File: config.mk
export PLATFORM = sky130hd
export DESIGN_NAME = oss_sequencer
export DESIGN_NICKNAME = d
export VERILOG_FILES = /design/src/hdl/oss_pkg.sv /design/src/hdl/oss_led_driver.sv /design/src/hdl/oss_sequencer.sv
export SDC_FILE = /design/constraint.sdc
export NUM_CORES = 1
export LEC_CHECK = 0
export BUFFER_PORTS_ARGS = -buffer_cell sky130_fd_sc_hd__buf_2
export CAP_MARGIN = 20
export CORE_ASPECT_RATIO = 0.7
export CORE_MARGIN = 8
export CORE_UTILIZATION = 40
export DETAILED_ROUTE_END_ITERATION = 12
export PLACE_DENSITY = 0.63
export SKIP_CTS_REPAIR_TIMING = 1
export SLEW_MARGIN = 0
export SYNTH_ARGS = -nofsm -noshare
export SYNTH_HDL_FRONTEND = slang
export SYNTH_SLANG_ARGS = --single-unit
File: constraint.sdc
create_clock -name sys_clk -period 3.7 [get_ports sys_clk]
set_clock_uncertainty 0.2 [all_clocks]
set_input_delay 0.555 -clock sys_clk [delete_from_list [all_inputs] [get_ports sys_clk]]
set_output_delay 0.555 -clock sys_clk [all_outputs]
set_load 0.02 [all_outputs]
File: src/hdl/oss_pkg.sv
// Package of constants and types for the operation state sequencer.
//
// Notes on behaviour
// - Each button event taken in idle advances the state by exactly one; events during a pending conversion are dropped; otherwise state holds.
// - Eight states cycle; the eighth event returns to the reset state.
// - Order: low-volt, normal, low-use, normal, high-speed/error, normal, low-power, normal.
// - High-speed entry only when measured supply is at or above 2.4 V.
// - Supply below 2.4 V: stay low-speed normal, both LEDs blink fastest.
// - LED outputs and blink phase change only on the interval timer tick.
// - Each LED control status shows its own fixed or blinking LED pattern.
// - Clock source and frequency follow the current state.
// - LED control status is zero or one-hot: 00, 01, 02, 04, 08, 10 hex.
// - Reset configuration selects low-voltage mode, fast oscillator at 4 MHz.
// - Reset configuration leaves the watchdog stopped.
// - High-speed entry starts a conversion and waits for completion first.
// - Two LED output pins; the button comes from an interrupt-capable pin.
package oss_pkg;
  localparam int unsigned SYS_CLK_HZ       = 100_000_000;
  localparam int unsigned TICK_TIME_US     = 100;
  localparam int unsigned TICK_CYCLES      =
    TICK_TIME_US * (SYS_CLK_HZ / 1_000_000);
  localparam int unsigned TICK_CNT_W       = 17;
  // Supply threshold 2.4 V as a 10-bit code of a 3.6 V full scale.
  localparam logic [9:0]  SUPPLY_THRESH    = 10'h2AA;
  localparam logic [7:0]  CFG_BYTE_RESET   = 8'h2B;
  localparam logic [7:0]  WDT_BYTE_RESET   = 8'hEF;
  localparam logic [2:0]  STEP_LAST        = 3'h7;
  localparam logic [2:0]  STEP_HSPD        = 3'h4;
  localparam logic [7:0]  LEDST_LOWV       = 8'h00;
  localparam logic [7:0]  LEDST_NORM       = 8'h01;
  localparam logic [7:0]  LEDST_LOWUSE     = 8'h02;
  localparam logic [7:0]  LEDST_HSPD       = 8'h04;
  localparam logic [7:0]  LEDST_LPWR       = 8'h08;
  localparam logic [7:0]  LEDST_HSPD_ERR   = 8'h10;
  // Blink bit index in the tick phase counter; lower index blinks faster.
  localparam int unsigned BLINK_SLOW_BIT   = 5;
  localparam int unsigned BLINK_FAST_BIT   = 3;
  localparam int unsigned BLINK_FASTEST_BIT = 1;
  localparam int unsigned PHASE_W          = 6;

  typedef enum logic [2:0] {
    OSS_CLK_FAST_4M  = 3'h0,
    OSS_CLK_FAST_8M  = 3'h1,
    OSS_CLK_MID_4M   = 3'h2,
    OSS_CLK_FAST_16M = 3'h3,
    OSS_CLK_MID_1M   = 3'h4
  } oss_clk_type;

  typedef enum logic [3:0] {
    OSS_IDLE  = 4'b0001,
    OSS_START = 4'b0010,
    OSS_WAIT  = 4'b0100,
    OSS_DEC   = 4'b1000
  } oss_fsm_type;
endpackage

File: src/hdl/oss_led_driver.sv
// LED driver that refreshes the two LED pins on the interval tick.
`timescale 1ns/1ps
`default_nettype none
module oss_led_driver
  import oss_pkg::*;
(
  input  wire logic       sys_clk,
  input  wire logic       rst_n,
  input  wire logic       tick,
  input  wire logic [7:0] led_status,
  output logic            led1_out_pin,
  output logic            led2_out_pin
);
  logic [PHASE_W-1:0] phase_r;
  logic [PHASE_W-1:0] phase_nxt;
  logic               led1_r;
  logic               led1_nxt;
  logic               led2_r;
  logic               led2_nxt;

  always_comb begin
    phase_nxt = phase_r;
    led1_nxt  = led1_r;
    led2_nxt  = led2_r;
    if (tick) begin
      phase_nxt = phase_r + 1'b1;
      unique case (led_status)
        LEDST_LOWV: begin
          led1_nxt = 1'b0;
          led2_nxt = 1'b1;
        end
        LEDST_NORM: begin
          led1_nxt = 1'b1;
          led2_nxt = 1'b0;
        end
        LEDST_LOWUSE: begin
          led1_nxt = phase_r[BLINK_FAST_BIT];
          led2_nxt = 1'b0;
        end
        LEDST_HSPD: begin
          led1_nxt = 1'b1;
          led2_nxt = 1'b1;
        end
        LEDST_LPWR: begin
          led1_nxt = phase_r[BLINK_SLOW_BIT];
          led2_nxt = 1'b0;
        end
        LEDST_HSPD_ERR: begin
          led1_nxt = phase_r[BLINK_FASTEST_BIT];
          led2_nxt = phase_r[BLINK_FASTEST_BIT];
        end
        default: begin
          led1_nxt = 1'b0;
          led2_nxt = 1'b0;
        end
      endcase
    end
  end

  always_ff @(posedge sys_clk or negedge rst_n) begin
    if (!rst_n) begin
      phase_r <= '0;
      led1_r  <= 1'b0;
      led2_r  <= 1'b0;
    end else begin
      phase_r <= phase_nxt;
      led1_r  <= led1_nxt;
      led2_r  <= led2_nxt;
    end
  end

  assign led1_out_pin = led1_r;
  assign led2_out_pin = led2_r;

  a_led_tick_only: assert property (@(posedge sys_clk) disable iff (!rst_n)
    !$past(tick) |-> $stable(led1_out_pin) && $stable(led2_out_pin))
    else $error("LED changed without a tick");
  a_led_fast_both: assert property (@(posedge sys_clk) disable iff (!rst_n)
    tick && led_status == LEDST_HSPD |=> led1_out_pin && led2_out_pin)
    else $error("high-speed pattern wrong");
  a_led_lowv_pattern: assert property (@(posedge sys_clk) disable iff (!rst_n)
    tick && led_status == LEDST_LOWV |=> !led1_out_pin && led2_out_pin)
    else $error("low-voltage pattern wrong");
  a_led_err_equal: assert property (@(posedge sys_clk) disable iff (!rst_n)
    tick && led_status == LEDST_HSPD_ERR |=> led1_out_pin == led2_out_pin)
    else $error("error blink not in step");
endmodule
`default_nettype wire

File: src/hdl/oss_sequencer.sv
// Operation state sequencer stepping eight states on button events.
`timescale 1ns/1ps
`default_nettype none
module oss_sequencer
  import oss_pkg::*;
(
  input  wire logic        sys_clk,
  input  wire logic        rst_n,
  input  wire logic        button_in_pin,
  output logic             button_event_irq,
  output logic             adc_start,
  input  wire logic        adc_done,
  input  wire logic [9:0]  adc_result,
  output logic [2:0]       step_index,
  output logic [7:0]       led_status,
  output oss_clk_type      clk_select,
  output logic             high_speed_flash_mode,
  output logic             low_speed_flash_mode,
  output logic             low_voltage_flash_mode,
  output logic             low_power_flash_mode,
  output logic [7:0]       cfg_byte,
  output logic [7:0]       wdt_byte,
  output logic             watchdog_run,
  output logic             hspd_error,
  output logic             led1_out_pin,
  output logic             led2_out_pin
);
  logic                  sync1_r;
  logic                  sync2_r;
  logic                  prev_r;
  logic                  button_event_input;
  logic [TICK_CNT_W-1:0] tick_cnt_r;
  logic [TICK_CNT_W-1:0] tick_cnt_nxt;
  logic                  tick;
  oss_fsm_type           fsm_r;
  oss_fsm_type           fsm_nxt;
  logic [2:0]            step_r;
  logic [2:0]            step_nxt;
  logic                  err_r;
  logic                  err_nxt;
  logic [9:0]            res_r;
  logic [9:0]            res_nxt;

  // Button synchroniser and rising edge detector.
  always_ff @(posedge sys_clk or negedge rst_n) begin
    if (!rst_n) begin
      sync1_r <= 1'b0;
      sync2_r <= 1'b0;
      prev_r  <= 1'b0;
    end else begin
      sync1_r <= button_in_pin;
      sync2_r <= sync1_r;
      prev_r  <= sync2_r;
    end
  end
  assign button_event_input = sync2_r & ~prev_r;
  assign button_event_irq   = button_event_input;

  // Periodic tick standing in for the 12-bit interval timer.
  always_comb begin
    tick         = (tick_cnt_r == TICK_CNT_W'(TICK_CYCLES - 1));
    tick_cnt_nxt = tick ? '0 : tick_cnt_r + 1'b1;
  end
  always_ff @(posedge sys_clk or negedge rst_n) begin
    if (!rst_n) begin
      tick_cnt_r <= '0;
    end else begin
      tick_cnt_r <= tick_cnt_nxt;
    end
  end

  // Events arriving while a conversion is pending are dropped.
  always_comb begin
    fsm_nxt  = fsm_r;
    step_nxt = step_r;
    err_nxt  = err_r;
    res_nxt  = res_r;
    unique case (fsm_r)
      OSS_IDLE: begin
        if (button_event_input) begin
          if (step_r + 3'h1 == STEP_HSPD) begin
            fsm_nxt = OSS_START;
          end else begin
            step_nxt = step_r + 3'h1;
            err_nxt  = 1'b0;
          end
        end
      end
      OSS_START: fsm_nxt = OSS_WAIT;
      OSS_WAIT: begin
        if (adc_done) begin
          res_nxt = adc_result;
          fsm_nxt = OSS_DEC;
        end
      end
      OSS_DEC: begin
        step_nxt = STEP_HSPD;
        err_nxt  = (res_r < SUPPLY_THRESH);
        fsm_nxt  = OSS_IDLE;
      end
    endcase
  end
  always_ff @(posedge sys_clk or negedge rst_n) begin
    if (!rst_n) begin
      fsm_r  <= OSS_IDLE;
      step_r <= 3'h0;
      err_r  <= 1'b0;
      res_r  <= '0;
    end else begin
      fsm_r  <= fsm_nxt;
      step_r <= step_nxt;
      err_r  <= err_nxt;
      res_r  <= res_nxt;
    end
  end

  assign adc_start  = (fsm_r == OSS_START);
  assign step_index = step_r;
  assign hspd_error = err_r;

  // Mode, clock and LED status decode from the step.
  always_comb begin
    unique case (step_r)
      3'h0: begin
        led_status = LEDST_LOWV;
        clk_select = OSS_CLK_FAST_4M;
      end
      3'h2: begin
        led_status = LEDST_LOWUSE;
        clk_select = OSS_CLK_MID_4M;
      end
      3'h4: begin
        led_status = err_r ? LEDST_HSPD_ERR : LEDST_HSPD;
        clk_select = err_r ? OSS_CLK_FAST_8M : OSS_CLK_FAST_16M;
      end
      3'h6: begin
        led_status = LEDST_LPWR;
        clk_select = OSS_CLK_MID_1M;
      end
      default: begin
        led_status = LEDST_NORM;
        clk_select = OSS_CLK_FAST_8M;
      end
    endcase
  end
  assign low_voltage_flash_mode = (led_status == LEDST_LOWV);
  assign high_speed_flash_mode  = (led_status == LEDST_HSPD);
  assign low_power_flash_mode   = (led_status == LEDST_LPWR);
  assign low_speed_flash_mode   = ~low_voltage_flash_mode &
                                  ~high_speed_flash_mode &
                                  ~low_power_flash_mode;
  assign cfg_byte     = CFG_BYTE_RESET;
  assign wdt_byte     = WDT_BYTE_RESET;
  assign watchdog_run = wdt_byte[4];

  oss_led_driver u_led (
    .sys_clk      (sys_clk),
    .rst_n        (rst_n),
    .tick         (tick),
    .led_status   (led_status),
    .led1_out_pin (led1_out_pin),
    .led2_out_pin (led2_out_pin)
  );

  a_step_hold: assert property (@(posedge sys_clk) disable iff (!rst_n)
    !button_event_input && fsm_r == OSS_IDLE |=> $stable(step_r))
    else $error("step changed without event");
  a_step_once: assert property (@(posedge sys_clk) disable iff (!rst_n)
    button_event_input && fsm_r == OSS_IDLE && step_r != 3'h3
    |=> step_r == $past(step_r) + 3'h1)
    else $error("step did not advance by one");
  a_wrap_zero: assert property (@(posedge sys_clk) disable iff (!rst_n)
    button_event_input && fsm_r == OSS_IDLE && step_r == STEP_LAST
    |=> step_r == 3'h0 && led_status == LEDST_LOWV)
    else $error("no wrap to state 0");
  a_adc_wait: assert property (@(posedge sys_clk) disable iff (!rst_n)
    adc_start |=> fsm_r == OSS_WAIT && step_r == 3'h3)
    else $error("left state 3 before conversion");
  a_supply_thresh: assert property (@(posedge sys_clk) disable iff (!rst_n)
    fsm_r == OSS_DEC |=> step_r == STEP_HSPD &&
    hspd_error == ($past(res_r) < SUPPLY_THRESH))
    else $error("threshold decision wrong");
  a_err_clock: assert property (@(posedge sys_clk) disable iff (!rst_n)
    hspd_error && step_r == STEP_HSPD |-> clk_select == OSS_CLK_FAST_8M &&
    led_status == LEDST_HSPD_ERR)
    else $error("error state not low-speed");
  a_press_single: assert property (@(posedge sys_clk) disable iff (!rst_n)
    button_event_input |=> !button_event_input)
    else $error("double event on one press");
  a_lowpwr_clock: assert property (@(posedge sys_clk) disable iff (!rst_n)
    step_r == 3'h6 |-> clk_select == OSS_CLK_MID_1M)
    else $error("low-power clock wrong");

  c_fast_enter: cover property (@(posedge sys_clk) disable iff (!rst_n)
    fsm_r == OSS_DEC ##1 !hspd_error);
  c_fast_error: cover property (@(posedge sys_clk) disable iff (!rst_n)
    fsm_r == OSS_DEC ##1 hspd_error);
  c_wrap: cover property (@(posedge sys_clk) disable iff (!rst_n)
    step_r == STEP_LAST ##1 step_r == 3'h0);
endmodule
`default_nettype wire

==> impl_metrics.yaml <==
yosys:
  synth-adder-area-share_pct: 3.27
  synth-seq-area-share_pct: 49.1
  synth_warnings: 0
  synth_top_cell_by_area: "dfrtp_1"
  syn_inst: 222
  yosysTopAreaCellShare_pct: 48.0
  synthMuxAreaShare_pct: 5.83
  ys_ff_latch: 45
  synth_area_leaders: "dfrtp_1 48%, buf_4 6.9%, xor2_1 5.0%"
  yosysUniqueCellTypes: 40
  synth_compound_area_share_pct: 4.90
  synth_top_family_by_area: "simple AND/OR/NAND/NOR gates"
  yosys.area_share.simple_pct: 18.6
  netlist_area_mm2: 0.00230
  postSynthAreaPerCell_um2: 10.3
  synth-xor-area-share_pct: 8.01
final_layout:
  num_antenna_cells: 0
  drive_gt1_share_pct: 19.3
  fin_nets: 274
  multiInputGateArea_mm2: 0.00101
  final_area_mm2: 0.00255
  syn2layout_area_growth_pct: 11.0
  regArea_mm2: 0.00113
  fillers: 543
flow_run:
  maxCapViolCount: 0
die:
  fp.dieW_um: 107
  die_h_um: 79.4
  pin_count: 54
  dieArea_mm2: 0.00846
  core-area_mm2: 0.00564
  fp-row-count: 23
  start_util_pct: 40.7
clock_tree:
  insertion_delay_ns: 0.28
  htreeDepth: 2
  clock_sinks: 45
  cts_root_buf: "clkbuf_8"
  cts.path.max_buffers: 2
  cts_tree: "done"
  cts.clk_slew.worst_paths_ns: 0.08
  cts_made_buffers: 5
place:
  placedInstanceArea_mm2: 0.00243
  io_buffer_count: 32
  place_congestion: 0.815
  hpwl_um: 3090
pwr:
  power.density_mw_per_mm2: 576
  power.leakage_nw: 1.26
  peakVddDrop_mv: 0.281
timing:
  setup_viol: 0
  slew_viol_final: 0
  max_freq_ghz: 0.417
  rsz0062_at_grt: "no"
  fin_crit_ns: 2.40
  post-route-period-util_pct: 64.9
  finalSetupTns_ns: 0
  final_hold_viol_count: 0
routing:
  post-route-drc-count: 0
  via_count: 1543
  drt_first_pass_iters: 4
  drtAntennaViolNets: 0
  wl_um: 4200
  viasPerCell: 4.69
  wl_per_cell_um: 12.8
  drt-initial-drc-count: 44
global_routing:
  gr-total-overflow: 0
  antenna_found_initial: 0
  grt_max_degree: 46
  track_usage_pct: 10.3
  grt_pass1_wl_um: 7110
  grt_pass1_vias: 1501
outcome:
  status: "finished clean"
worst_setup_path:
  crit_arrival_ns: 1.65
  worstSetupPathType: "flop to output pin"
  crit_fanout: 5
  end_kind: "output pin"
  cp-start-kind: "flop"
  required_ns: 2.94
hold_path:
  hold_class: "input port to async pin"
[through the flow]
step           hold slack (ns)  worst slack [ns]  std cells  total power [mW]  util [%]
4_1_cts                  0.159              1.30        328              1.49      44.7
3_3_place_gp             0.134              1.39        321              1.18      43.1
3_5_place_dp             0.142              1.38        321              1.19      43.1
2_1_floorplan           0.0594              1.26        240              1.04         -
6_report                0.0276              1.30        329              1.47      45.2
5_1_grt                 0.0501              1.07        329              1.59      45.2
[where the power goes]
part | switching, mW | leakage (nW) | total (mW) | internal [mW]
Combinational | 0.314 | 0.644 | 0.511 | 0.196
Clock | 0.146 | 0.0443 | 0.294 | 0.148
Sequential | 0.0874 | 0.576 | 0.664 | 0.576
[logic make-up (layout without fill, tap and decap cells)]
kind of cell	Yosys count	in the layout
other	2	20
and+or+nand+nor	78	78
adders and majority gates	6	6
AOI/OAI and AO/OA	20	20
DFF	45	45
buffers and inverters	38	52
xor gates and xnor gates	21	21
muxes	12	12
[state kept, by name, indices dropped and copies added (netlist names)]
| name | cells |
|---|---|
| hspd_error | 1 |
| sync1_r | 1 |
| fsm_r | 4 |
| step_index | 3 |
| u_led.led2_out_pin | 1 |
| prev_r | 1 |
| sync2_r | 1 |
| tick_cnt_r | 17 |
| res_r | 9 |
| u_led.led1_out_pin | 1 |
| u_led.phase_r | 6 |
[cells in the final DEF (no fill, tap or decap), types with 2 or more instances in the layout]
cell	count
a21oi_1	5
and3_1	3
buf_2	32
clkbuf_8	6
conb_1	20
dfrtp_1	44
ha_1	6
inv_1	9
inv_2	3
mux2_1	10
nand2_1	9
nand3_1	12
nand4_1	5
nor2_1	21
nor2b_1	5
nor3_1	9
nor3_2	2
nor4_1	2
nor4b_1	2
o21ai_0	6
o21ai_1	4
xnor2_1	8
xor2_1	13
[worst max-delay path: stages (launching register included)]
cell and delay [ns]:
dfrtp_1 0.43, inv_1 0.10, ha_1 0.22, inv_1 0.12
nor3_1 0.26, a21oi_1 0.07, buf_2 0.17
[layer usage]
| metal | vias up | global-route usage, % | routed length (µm) | share of wire [%] |
|---|---|---|---|---|
| li1 | 771 | - | - | - |
| met4 | 0 | 3.36 | 23 | 0.55 |
| met1 | 733 | 13.3 | 2020 | 48 |
| met3 | 2 | 4.44 | 369 | 8.8 |
| met5 | - | 0 | 0 | 0 |
| met2 | 37 | 15.3 | 1790 | 43 |
[layout make-up]
class / count / area share, %
Multi-Input combinational cell: 157 / 39.5
Clock buffer: 7 / 3.39
Sequential cell: 45 / 44.3
Tap cell: 75 / 3.68
Inverter: 12 / 1.77
Timing Repair Buffer: 33 / 7.37
[path summary, 6_finish.rpt]
check	startpoint	cells after the start	slack, ns	endpoint
setup / recovery	step_index[0]	6	1.30	low_speed_flash_mode
hold / removal	rst_n	1	0.03	tick_cnt_r[2]
setup reg to reg	tick_cnt_r[7]	4	1.39	u_led.led1_out_pin
hold reg to reg	sync1_r	0	0.16	sync2_r
max in group asynchronous	rst_n	2	2.71	fsm_r[0]
min in group sys_clk	sync1_r	0	0.16	sync2_r
[Yosys cell counts]
cell type  instances
xor2_1            13
o21a_1             1
and2_1             1
inv_2              3
nor4_4             1
clkbuf_1           4
or3_4              1
and3_1             3
mux2_1            10
nand3_1           12
or4_1              1
dfrtp_1           44
mux2_2             1
a31oi_1            1
o21ai_1            4
buf_6              1
o22ai_1            1
a221o_1            1
or3_1              1
nor3_2             2
inv_1              9
nor2b_1            5
nand2_1            9
buf_4             21
nor3_1             9
dfstp_2            1
o21ai_0            6
mux2i_1            1
nor4b_1            2
nor3b_1            1
o211ai_1           1
or2_1              1
a21oi_1            5
conb_1             2
nor2_1            21
nor4_1             2
xnor2_1            8
ha_1               6
nor2_4             1
nand4_1            5
No activity file was read; power rests on OpenSTA's default activity.
